<file path="src/inc/flm_params.svh">
// constants of the fp immediate-load, flag-move and multiply unit
// How it works
// RULE_01 - upper load: imm to 31:16, zero 15:0
// RULE_02 - imm from word bits, low three pick register
// RULE_03 - alias upper load decodes as plain one
// RULE_04 - loads and flag move finish in one cycle
// RULE_05 - lower load: imm to 15:0, keep 31:16
// RULE_06 - flag move: fixed upper byte, select low byte
// RULE_07 - latched over/underflow selected drive overflow bit
// RULE_08 - negative flags selected drive negative bit
// RULE_09 - zero flags selected drive zero bit
// RULE_10 - test flag drives carry and test bits
// RULE_11 - unselected cpu status bits stay unchanged
// RULE_12 - flag move clears selected latched flags
// RULE_13 - no flag move in multiply delay slot
// RULE_14 - multiply two fp registers into third
// RULE_15 - multiply sets latched under/overflow flags only
// RULE_16 - multiply takes two cycles, one delay slot
// RULE_17 - delay slot must not touch multiply destination
// RULE_18 - fixed select bit order for each flag
`ifndef FLM_PARAMS_SVH
`define FLM_PARAMS_SVH

// register byte offsets
`define FLM_ADR_FPR_TOP 3'h0
`define FLM_ADR_STF 8'h20
`define FLM_ADR_IRQ_STAT 8'h24
`define FLM_ADR_IRQ_MASK 8'h28

// reset values
`define FLM_FPR_RST 32'h0000_0000
`define FLM_STF_RST 8'h00
`define FLM_IRQ_MASK_RST 4'h0

// opcodes of the first instruction word, and the multiply's field in the second word
`define FLM_OPC_LD_UPPER 13'h1D00
`define FLM_OPC_LD_LOWER 13'h1D01
`define FLM_OPC_FLAGS 8'hAD
`define FLM_OPC_MUL 16'hE700
`define FLM_OPC_MUL_MSW 7'h00

// flag positions in the fp status register and the select field
`define FLM_F_TEST 0
`define FLM_F_CMPI 1
`define FLM_F_ZI 2
`define FLM_F_ZF 3
`define FLM_F_NI 4
`define FLM_F_NF 5
`define FLM_F_LUF 6
`define FLM_F_LVF 7

// cpu status bit positions on the flag update port
`define FLM_C_OV 0
`define FLM_C_N 1
`define FLM_C_Z 2
`define FLM_C_C 3
`define FLM_C_TC 4

// interrupt status bits
`define FLM_I_OVF 0
`define FLM_I_UNF 1
`define FLM_I_HAZ 2
`define FLM_I_BAD 3

// multiplier exponent limits (biased sum)
`define FLM_EXP_BIAS 10'h07F
`define FLM_EXP_OVF 10'h17E

`endif

</file>
<file path="src/inc/flm_pkg.sv">
// types shared by the fp load, flag-move and multiply unit
package flm_pkg;

    typedef enum logic [2:0] {
        FLM_OP_NONE = 3'b000,
        FLM_OP_LD_UPPER = 3'b001,
        FLM_OP_LD_LOWER = 3'b010,
        FLM_OP_FLAGS = 3'b011,
        FLM_OP_MUL = 3'b100,
        FLM_OP_BAD = 3'b101
    } flm_op_t;

endpackage

</file>
<file path="src/verilog/flm_flag_move.sv">
// flag select to cpu status bit mapping
`timescale 1ns/1ps
`include "flm_params.svh"

module flm_flag_move (
    input wire logic [7:0] sel_in,
    input wire logic [7:0] stf_in,
    output logic [4:0] we_out,
    output logic [4:0] val_out,
    output logic [7:0] clr_out
);
    import flm_pkg::*;

    wire luf_lvf_sel = sel_in[`FLM_F_LUF] | sel_in[`FLM_F_LVF];
    wire neg_sel = sel_in[`FLM_F_NF] | sel_in[`FLM_F_NI];
    wire zero_sel = sel_in[`FLM_F_ZF] | sel_in[`FLM_F_ZI];
    wire test_sel = sel_in[`FLM_F_TEST];

    // RULE_07 overflow from latched
    assign we_out[`FLM_C_OV] = luf_lvf_sel;
    assign val_out[`FLM_C_OV] = stf_in[`FLM_F_LUF] | stf_in[`FLM_F_LVF];
    // RULE_08 negative from either
    assign we_out[`FLM_C_N] = neg_sel;
    assign val_out[`FLM_C_N] = stf_in[`FLM_F_NF] | stf_in[`FLM_F_NI];
    // RULE_09 zero from either
    assign we_out[`FLM_C_Z] = zero_sel;
    assign val_out[`FLM_C_Z] = stf_in[`FLM_F_ZF] | stf_in[`FLM_F_ZI];
    // RULE_10 test to carry and tc
    assign we_out[`FLM_C_C] = test_sel;
    assign val_out[`FLM_C_C] = stf_in[`FLM_F_TEST];
    assign we_out[`FLM_C_TC] = test_sel;
    assign val_out[`FLM_C_TC] = stf_in[`FLM_F_TEST];

    // RULE_12 clear selected latched
    assign clr_out = {sel_in[`FLM_F_LVF], sel_in[`FLM_F_LUF], 6'h00};

endmodule // flm_flag_move

</file>
<file path="src/verilog/flm_fmul.sv">
// two-stage single-precision multiplier
`timescale 1ns/1ps
`include "flm_params.svh"

module flm_fmul (
    input wire logic clk_in,
    input wire logic rst_b_in,
    input wire logic start_in,
    input wire logic [31:0] a_in,
    input wire logic [31:0] b_in,
    input wire logic [2:0] dst_in,
    output logic vld_out,
    output logic [2:0] dst_out,
    output logic [31:0] res_out,
    output logic unf_out,
    output logic ovf_out
);
    import flm_pkg::*;

    logic [31:0] a_q;
    logic [31:0] b_q;
    logic [2:0] dst_q;
    logic vld_q;

    // RULE_16 operand stage
    always_ff @(posedge clk_in or negedge rst_b_in) begin
        if (!rst_b_in) begin
            a_q <= 32'h0000_0000;
            b_q <= 32'h0000_0000;
            dst_q <= 3'h0;
            vld_q <= 1'b0;
        end else begin
            vld_q <= start_in;
            if (start_in) begin
                a_q <= a_in;
                b_q <= b_in;
                dst_q <= dst_in;
            end
        end
    end

    wire sgn = a_q[31] ^ b_q[31];
    wire [7:0] ea = a_q[30:23];
    wire [7:0] eb = b_q[30:23];
    // denormals count as zero, inf and nan as infinity
    wire zero_in = (ea == 8'h00) | (eb == 8'h00);
    wire inf_in = (ea == 8'hFF) | (eb == 8'hFF);
    wire [47:0] prod = {1'b1, a_q[22:0]} * {1'b1, b_q[22:0]};
    wire norm = prod[47];
    wire [22:0] frac = norm ? prod[46:24] : prod[45:23];
    wire rnd = norm ? prod[23] : prod[22];
    wire stk = norm ? (|prod[22:0]) : (|prod[21:0]);
    wire up = rnd & (stk | frac[0]);
    wire [23:0] frac_r = {1'b0, frac} + {23'h000000, up};
    wire [9:0] esum = {2'h0, ea} + {2'h0, eb} + {9'h000, norm} + {9'h000, frac_r[23]};
    wire [9:0] eout = esum - `FLM_EXP_BIAS;

    // RULE_15 range checks
    wire unf = ~zero_in & ~inf_in & (esum <= `FLM_EXP_BIAS);
    wire ovf = ~zero_in & ~inf_in & (esum >= `FLM_EXP_OVF);

    // RULE_14 product result
    assign res_out = (zero_in | unf) ? {sgn, 31'h0000_0000} :
                     (inf_in | ovf) ? {sgn, 8'hFF, 23'h000000} :
                     {sgn, eout[7:0], frac_r[22:0]};
    assign unf_out = vld_q & unf;
    assign ovf_out = vld_q & ovf;
    assign vld_out = vld_q;
    assign dst_out = dst_q;

endmodule // flm_fmul

</file>
<file path="src/verilog/flm_top.sv">
// fp immediate-load, flag-move and multiply unit with wishbone registers
//
// The register addresses and the Wishbone interface to the registers were left to the implementer.
`timescale 1ns/1ps
`include "flm_params.svh"

module flm_top (
    input wire logic REF_CLK_IN,
    input wire logic RST_B_IN,
    input wire logic INSTR_VALID_IN,
    input wire logic [15:0] INSTR_LSW_IN,
    input wire logic [15:0] INSTR_MSW_IN,
    output logic INSTR_DONE_OUT,
    output logic MUL_DONE_OUT,
    output logic [4:0] CPU_FLAG_WE_OUT,
    output logic [4:0] CPU_FLAG_VAL_OUT,
    input wire logic WB_CYC_IN,
    input wire logic WB_STB_IN,
    input wire logic WB_WE_IN,
    input wire logic [7:0] WB_ADR_IN,
    input wire logic [3:0] WB_SEL_IN,
    input wire logic [31:0] WB_DAT_IN,
    output logic [31:0] WB_DAT_OUT,
    output logic WB_ACK_OUT,
    output logic WB_ERR_OUT,
    output logic IRQ_OUT
);
    import flm_pkg::*;

    // byte-lane merge for bus writes
    function automatic logic [31:0] lane_merge(input logic [31:0] old_v,
                                               input logic [31:0] new_v,
                                               input logic [3:0] sel);
        logic [31:0] r;
        r = old_v;
        for (int k = 0; k < 4; k++) begin
            if (sel[k]) begin
                r[8*k +: 8] = new_v[8*k +: 8];
            end
        end
        return r;
    endfunction

    // match of a 3-bit register index, shared by write-back and slot checks
    function automatic logic idx_hit(input logic [2:0] idx,
                                     input logic [2:0] n);
        return idx == n;
    endfunction

    // -------------------------------------------------------------
    // instruction decode
    // -------------------------------------------------------------

    flm_op_t op;
    // RULE_03 alias shares encoding
    wire is_ld_upper = INSTR_LSW_IN[15:3] == `FLM_OPC_LD_UPPER;
    wire is_ld_lower = INSTR_LSW_IN[15:3] == `FLM_OPC_LD_LOWER;
    // RULE_06 fixed upper byte
    wire is_flags = INSTR_LSW_IN[15:8] == `FLM_OPC_FLAGS;
    wire is_mul = (INSTR_LSW_IN == `FLM_OPC_MUL) & (INSTR_MSW_IN[15:9] == `FLM_OPC_MUL_MSW);

    assign op = !INSTR_VALID_IN ? FLM_OP_NONE :
                is_ld_upper ? FLM_OP_LD_UPPER :
                is_ld_lower ? FLM_OP_LD_LOWER :
                is_flags ? FLM_OP_FLAGS :
                is_mul ? FLM_OP_MUL : FLM_OP_BAD;

    // RULE_02 immediate and register fields
    wire [15:0] imm = {INSTR_LSW_IN[2:0], INSTR_MSW_IN[15:3]};
    wire [2:0] dst = INSTR_MSW_IN[2:0];
    // RULE_14 source fields
    wire [2:0] src_b = INSTR_MSW_IN[5:3];
    wire [2:0] src_c = INSTR_MSW_IN[8:6];
    wire [7:0] flag_sel = INSTR_LSW_IN[7:0];

    wire do_ld_upper = op == FLM_OP_LD_UPPER;
    wire do_ld_lower = op == FLM_OP_LD_LOWER;
    wire do_flags = op == FLM_OP_FLAGS;
    wire do_mul = op == FLM_OP_MUL;
    wire do_bad = op == FLM_OP_BAD;

    // -------------------------------------------------------------
    // register file and status
    // -------------------------------------------------------------

    logic [31:0] fpr_q [0:7];
    logic [31:0] fpr_d [0:7];
    logic [7:0] stf_q;
    logic [7:0] stf_d;
    logic [3:0] irq_stat_q;
    logic [3:0] irq_stat_d;
    logic [3:0] irq_mask_q;
    logic [3:0] irq_mask_d;

    // -------------------------------------------------------------
    // multiplier
    // -------------------------------------------------------------

    logic mul_vld;
    logic [2:0] mul_dst;
    logic [31:0] mul_res;
    logic mul_unf;
    logic mul_ovf;

    // RULE_16 issue to two-stage unit
    flm_fmul u_fmul (
        .clk_in(REF_CLK_IN),
        .rst_b_in(RST_B_IN),
        .start_in(do_mul),
        .a_in(fpr_q[src_b]),
        .b_in(fpr_q[src_c]),
        .dst_in(dst),
        .vld_out(mul_vld),
        .dst_out(mul_dst),
        .res_out(mul_res),
        .unf_out(mul_unf),
        .ovf_out(mul_ovf)
    );

    // -------------------------------------------------------------
    // flag move
    // -------------------------------------------------------------

    logic [4:0] fm_we;
    logic [4:0] fm_val;
    logic [7:0] fm_clr;

    // RULE_18 select bit order
    flm_flag_move u_flag_move (
        .sel_in(flag_sel),
        .stf_in(stf_q),
        .we_out(fm_we),
        .val_out(fm_val),
        .clr_out(fm_clr)
    );

    // RULE_11 only selected bits written
    // values outside the strobes are forced low so the host sees clean zeros
    wire [4:0] cpu_we_d = do_flags ? fm_we : 5'h00;
    wire [4:0] cpu_val_d = do_flags ? (fm_val & fm_we) : 5'h00;

    // -------------------------------------------------------------
    // delay slot check
    // -------------------------------------------------------------

    // RULE_17 slot touches destination
    // mul_vld marks the cycle in which the delay-slot instruction is presented
    wire slot_dst_hit = (do_ld_upper | do_ld_lower | do_mul) & idx_hit(dst, mul_dst);
    wire slot_src_hit = do_mul & (idx_hit(src_b, mul_dst) | idx_hit(src_c, mul_dst));
    // RULE_13 flag move in slot
    wire slot_flags = do_flags;
    wire hazard = mul_vld & (slot_dst_hit | slot_src_hit | slot_flags);

    // -------------------------------------------------------------
    // wishbone slave
    // -------------------------------------------------------------

    logic ack_q;
    logic err_q;
    logic [31:0] dat_q;

    wire req = WB_CYC_IN & WB_STB_IN & ~ack_q & ~err_q;
    wire adr_fpr = (WB_ADR_IN[7:5] == `FLM_ADR_FPR_TOP) & (WB_ADR_IN[1:0] == 2'h0);
    wire adr_stf = WB_ADR_IN == `FLM_ADR_STF;
    wire adr_stat = WB_ADR_IN == `FLM_ADR_IRQ_STAT;
    wire adr_mask = WB_ADR_IN == `FLM_ADR_IRQ_MASK;
    wire adr_hit = adr_fpr | adr_stf | adr_stat | adr_mask;
    wire bus_wr = req & WB_WE_IN & adr_hit;
    wire [2:0] fpr_idx = WB_ADR_IN[4:2];

    wire [31:0] rd_data = adr_fpr ? fpr_q[fpr_idx] :
                          adr_stf ? {24'h000000, stf_q} :
                          adr_stat ? {28'h0000000, irq_stat_q} :
                          adr_mask ? {28'h0000000, irq_mask_q} : 32'h0000_0000;

    wire [31:0] stf_wr = lane_merge({24'h000000, stf_q}, WB_DAT_IN, WB_SEL_IN);
    wire [31:0] mask_wr = lane_merge({28'h0000000, irq_mask_q}, WB_DAT_IN, WB_SEL_IN);
    wire [3:0] w1c = (bus_wr & adr_stat & WB_SEL_IN[0]) ? WB_DAT_IN[3:0] : 4'h0;

    // a taken request is answered exactly one cycle later
    wire ack_d = req & adr_hit;
    wire err_d = req & ~adr_hit;
    // read data stands only in the answer cycle, zero otherwise
    wire [31:0] dat_d = req ? rd_data : 32'h0000_0000;

    // -------------------------------------------------------------
    // next-state logic
    // -------------------------------------------------------------

    // multiply write beats a load to the same register
    for (genvar i = 0; i < 8; i++) begin : g_fpr
        wire hit = idx_hit(dst, 3'(i));
        wire bus_hit = bus_wr & adr_fpr & idx_hit(fpr_idx, 3'(i));
        wire mul_hit = mul_vld & idx_hit(mul_dst, 3'(i));
        // RULE_16 result lands after slot
        assign fpr_d[i] = mul_hit ? mul_res :
                          // RULE_01 upper load clears low
                          (do_ld_upper & hit) ? {imm, 16'h0000} :
                          // RULE_05 lower load keeps upper
                          (do_ld_lower & hit) ? {fpr_q[i][31:16], imm} :
                          bus_hit ? lane_merge(fpr_q[i], WB_DAT_IN, WB_SEL_IN) :
                          fpr_q[i];
    end

    wire [7:0] stf_base = (bus_wr & adr_stf) ? stf_wr[7:0] : stf_q;
    wire [7:0] stf_clr = do_flags ? fm_clr : 8'h00;
    wire [7:0] stf_set = {mul_ovf, mul_unf, 6'h00};
    // RULE_12 clear, but new event wins
    // RULE_15 latch multiply range flags
    assign stf_d = (stf_base & ~stf_clr) | stf_set;

    wire [3:0] irq_ev;
    assign irq_ev[`FLM_I_OVF] = mul_ovf;
    assign irq_ev[`FLM_I_UNF] = mul_unf;
    assign irq_ev[`FLM_I_HAZ] = hazard;
    assign irq_ev[`FLM_I_BAD] = do_bad;
    assign irq_stat_d = (irq_stat_q & ~w1c) | irq_ev;
    assign irq_mask_d = (bus_wr & adr_mask) ? mask_wr[3:0] : irq_mask_q;
    // built from next status and mask so the pin rises one edge after the event
    wire irq_d = |(irq_stat_d & irq_mask_d);

    // RULE_04 single-cycle completion
    wire done_d = do_ld_upper | do_ld_lower | do_flags;

    // -------------------------------------------------------------
    // state registers
    // -------------------------------------------------------------

    always_ff @(posedge REF_CLK_IN or negedge RST_B_IN) begin
        if (!RST_B_IN) begin
            for (int j = 0; j < 8; j++) begin
                fpr_q[j] <= `FLM_FPR_RST;
            end
        end else begin
            for (int j = 0; j < 8; j++) begin
                fpr_q[j] <= fpr_d[j];
            end
        end
    end

    always_ff @(posedge REF_CLK_IN or negedge RST_B_IN) begin
        if (!RST_B_IN) begin
            stf_q <= `FLM_STF_RST;
            irq_stat_q <= 4'h0;
            irq_mask_q <= `FLM_IRQ_MASK_RST;
            IRQ_OUT <= 1'b0;
        end else begin
            stf_q <= stf_d;
            irq_stat_q <= irq_stat_d;
            irq_mask_q <= irq_mask_d;
            IRQ_OUT <= irq_d;
        end
    end

    always_ff @(posedge REF_CLK_IN or negedge RST_B_IN) begin
        if (!RST_B_IN) begin
            INSTR_DONE_OUT <= 1'b0;
            MUL_DONE_OUT <= 1'b0;
            CPU_FLAG_WE_OUT <= 5'h00;
            CPU_FLAG_VAL_OUT <= 5'h00;
        end else begin
            INSTR_DONE_OUT <= done_d;
            MUL_DONE_OUT <= mul_vld;
            CPU_FLAG_WE_OUT <= cpu_we_d;
            CPU_FLAG_VAL_OUT <= cpu_val_d;
        end
    end

    always_ff @(posedge REF_CLK_IN or negedge RST_B_IN) begin
        if (!RST_B_IN) begin
            ack_q <= 1'b0;
            err_q <= 1'b0;
            dat_q <= 32'h0000_0000;
        end else begin
            ack_q <= ack_d;
            err_q <= err_d;
            dat_q <= dat_d;
        end
    end

    assign WB_ACK_OUT = ack_q;
    assign WB_ERR_OUT = err_q;
    assign WB_DAT_OUT = dat_q;

endmodule // flm_top
</file>
<file path="config.mk">
export PLATFORM = sky130hd
export DESIGN_NAME = flm_top
export DESIGN_NICKNAME = d
export VERILOG_FILES = /design/src/inc/flm_pkg.sv /design/src/verilog/flm_flag_move.sv /design/src/verilog/flm_fmul.sv /design/src/verilog/flm_top.sv
export VERILOG_INCLUDE_DIRS = /design/src /design/src/inc
export SDC_FILE = /design/constraint.sdc
export NUM_CORES = 2
export LEC_CHECK = 0
export ABC_AREA = 0
export BUFFER_PORTS_ARGS = -buffer_cell sky130_fd_sc_hd__buf_2
export CAP_MARGIN = 20
export CORE_ASPECT_RATIO = 0.7
export CORE_MARGIN = 10
export CORE_UTILIZATION = 52
export DETAILED_ROUTE_END_ITERATION = 10
export PLACE_DENSITY_LB_ADDON = 0.08
export SYNTH_ARGS = -nofsm -noshare
export SYNTH_HDL_FRONTEND = slang
export SYNTH_HIERARCHICAL = 1
export SYNTH_SLANG_ARGS = --single-unit
</file>
<file path="constraint.sdc">
create_clock -name REF_CLK_IN -period 29.4 [get_ports REF_CLK_IN]
set_input_delay 0 -clock REF_CLK_IN [delete_from_list [all_inputs] [get_ports REF_CLK_IN]]
set_output_delay 0 -clock REF_CLK_IN [all_outputs]
set_load 0.005 [all_outputs]
</file>
==> metrics.cfg <==
[setup_path]
cp-end-kind = flip-flop
crit_type = reg2reg
worst-path-max-fanout = 32
crit_slowest_cell = dfrtp_1
critPathLaunchType = flip-flop
cpMostUsedCell = fa_1
worst_path_largest_cell_delay_ns = 0.82
crit_arrival_ns = 15.13
worstPathRequired_ns = 29.96

[global_route]
gr-total-overflow = 0
grt_max_degree = 67
grt_pass1_vias = 39100
antenna_found_initial = 3
grt_pass1_wl_um = 253000
track_usage_pct = 32.1

[finish]
seqCellArea_um2 = 9680
drive_above_1_share_pct = 16.4
final_common_cell = inv_1
fin_nets = 5572
multi_input_area_um2 = 33400
area_growth_pct = 7.21
fillCellCount = 7990
final_cell_mix = inv_1 (599), nand2_1 (546), fa_1 (484), dfrtp_1 (387), and2_1 (258)

[yosys]
syn_inst = 4886
ys_top_cells_by_area = fa_1 (21%), dfrtp_1 (21%), mux4_2 (9.2%), mux2_2 (5.2%), ha_1 (5.1%)
synth_top_area_share_pct = 20.6
synth_area_per_cell_um2 = 9.61
synth_seq_cells = 387
synth_top_cell_by_area = fa_1
yosys_warnings = 6
async_flop_share_pct = 100
yosysSeqAreaShare_pct = 20.6
synth_edf_count = 0
synth_cell_types = 106
synthFlopType = dfrtp_1
syn_area_um2 = 46900

[route]
wire_per_inst_um = 27.5
firstDrtPassIters = 8
drt-total-wl_um = 166000
ant_nets = 0
route.detailed.drc = 0
vias = 38800
drt_iter0_drc = 4773
avgViaCountPerCell = 6.44

[floorplan]
dieArea_um2 = 103000
die_x_um = 379
io_pins = 129
core_um2 = 89800
floorplan.initialDensity_pct = 52.3
rows = 92
fp.dieH_um = 271

[sta]
clock_skew_ns = 0.0451
finalSetupViolCount = 0
rsz0062_at_grt = no
timing.hold.ws_ns = 0.0412
report.final.hold_viol_count = 0
period_share_pct = 49.5
drv_slew = 0
max_clock_freq_ghz = 0.0687
worst_pin_slew_ns = 1.23
fin_crit_ns = 14.56
fin_tns_setup_ns = 0
slew-limit-headroom_pct = 17.6

[clocking]
clk_latency_ns = 0.63
clkSinkCount = 387
cts_tree = yes
clockBufferDepth = 3
post_cts_buffers = 0
root_buffer = clkbuf_16
path_clk_slew_ns = 0.07
cts_made_buffers = 42
h-tree-depth = 2

[placement]
gp_congestion = 0.969
hpwl_um = 116000
port_buffers = 128

[power_and_ir_drop]
ir_drop_mv = 0.0331
powerDensity_nw_per_um2 = 24.4
power.leakage_nw = 23.9

[job]
maxCapViolCount = 0

[worst_hold_path]
worst_hold_path_type = in2reg

[run_status]
status = finished, final reports clean

[worst max-delay path: cells and delay by family, from the launching register on]
family | cells | cell delay [ns]
AOI/OAI and AO/OA | 15 | 4.04
buffers and inverters | 11 | 2.31
and+or+nand+nor | 6 | 2.00
adders and majority gates | 11 | 4.94
muxes | 1 | 0.22
DFF | 1 | 0.82
xor gates and xnor gates | 1 | 0.15
[state kept, by name, indices dropped and copies added, names as in the netlist]
register and cells:
WB_ACK_OUT 1, CPU_FLAG_VAL_OUT 5, INSTR_DONE_OUT 1, u_fmul/vld_out 1, u_fmul/a_q 32, MUL_DONE_OUT 1, CPU_FLAG_WE_OUT 5, u_fmul/b_q 32
WB_ERR_OUT 1, irq_stat_q 4, stf_q 8, u_fmul/dst_out 3, irq_mask_q 4, fpr_q 256, IRQ_OUT 1, WB_DAT_OUT 32
[layout make-up]
type	count	area share, %
repair buffers	288	4.09
inverters	605	4.52
diodes	3	0.0149
clock inverters	15	0.308
well taps	1175	2.92
clock buffers	61	2.47
multi-input cells	3491	66.4
flip-flops and latches	387	19.2
[per-stage QoR]
stage	power, mW	setup WS [ns]	cells	util [%]	area [µm²]
finish	1.23	14.84	6025	56.1	50300
CTS	1.23	15.19	6020	56.0	50300
global route	1.26	14.14	6023	56.1	50300
global placement	0.660	15.78	5874	53.7	48200
floorplan	0.620	17.80	4891	-	47000
detailed placement	0.661	15.60	5876	53.7	48200
[Yosys cell counts, types with 18 or more instances]
master	n
dfrtp_1	387
and2_1	258
a2bb2oi_1	25
a32oi_1	33
mux4_2	192
nor3_1	40
nand2_1	546
nor2_1	259
mux2_2	215
a22oi_1	146
a221o_1	18
inv_1	600
fa_1	484
nand4_1	43
buf_2	53
ha_1	191
buf_4	23
buf_1	58
clkbuf_1	258
mux2i_1	159
a21o_1	18
xor2_1	23
a21oi_1	152
o21ai_0	179
nand3_1	41
or3_1	18
a31oi_1	87
xnor2_1	46
[report_power, final]
part           switching, mW  leakage (nW)  internal (mW)
sequential           0.00406          5.23          0.536
combinational         0.0746          17.9         0.0461
clock                  0.253         0.685          0.313
total                  0.331          23.9          0.895
[final timing paths]
kind,startpoint,to,slack [ns],cells after the start
worst max-delay path,u_fmul/b_q[8]$_DFFE_PN0P_,fpr_q[119]$_DFFE_PN0P_,14.84,45
worst min-delay path,INSTR_MSW_IN[6],fpr_q[3]$_DFFE_PN0P_,0.04,3
worst max register to register,u_fmul/b_q[8]$_DFFE_PN0P_,fpr_q[119]$_DFFE_PN0P_,14.84,45
worst min register to register,u_fmul/b_q[5]$_DFFE_PN0P_,u_fmul/b_q[5]$_DFFE_PN0P_,0.51,1
max in group asynchronous,RST_B_IN,fpr_q[89]$_DFFE_PN0P_,26.84,5
min in group asynchronous,RST_B_IN,fpr_q[198]$_DFFE_PN0P_,0.42,3
[cell families (layout without fill, tap and decap cells)]
family	Yosys count	in the layout	share of synthesized area [%]
compound gates	829	829	12.0
simple gates	1344	1344	14.0
flops	387	387	20.6
xor+xnor	70	70	1.32
other cells	1	9	0.00799
buf+inv	1013	969	8.51
fa+ha+maj	675	675	25.7
mux	567	567	17.8
[metal layers]
| layer | GRT usage (%) | part of all wire (%) | wire length [µm] | vias up |
|---|---|---|---|---|
| li1 | - | - | - | 16500 |
| met1 | 47.3 | 43 | 71600 | 19700 |
| met2 | 45.3 | 41 | 68500 | 2195 |
| met3 | 9.73 | 12 | 20400 | 403 |
| met4 | 9.12 | 3.3 | 5400 | 2 |
| met5 | 0.189 | 0.0066 | 11 | - |
[what timing repair did]
| item | in CTS | in global routing |
|---|---|---|
| endpoints found under the hold margin | 344 | 0 |
| hold buffers | 68 | 0 |
| resized for setup | 0 | 0 |
| setup endpoints to repair | 0 | 0 |
No activity file was read; power rests on OpenSTA's default activity.
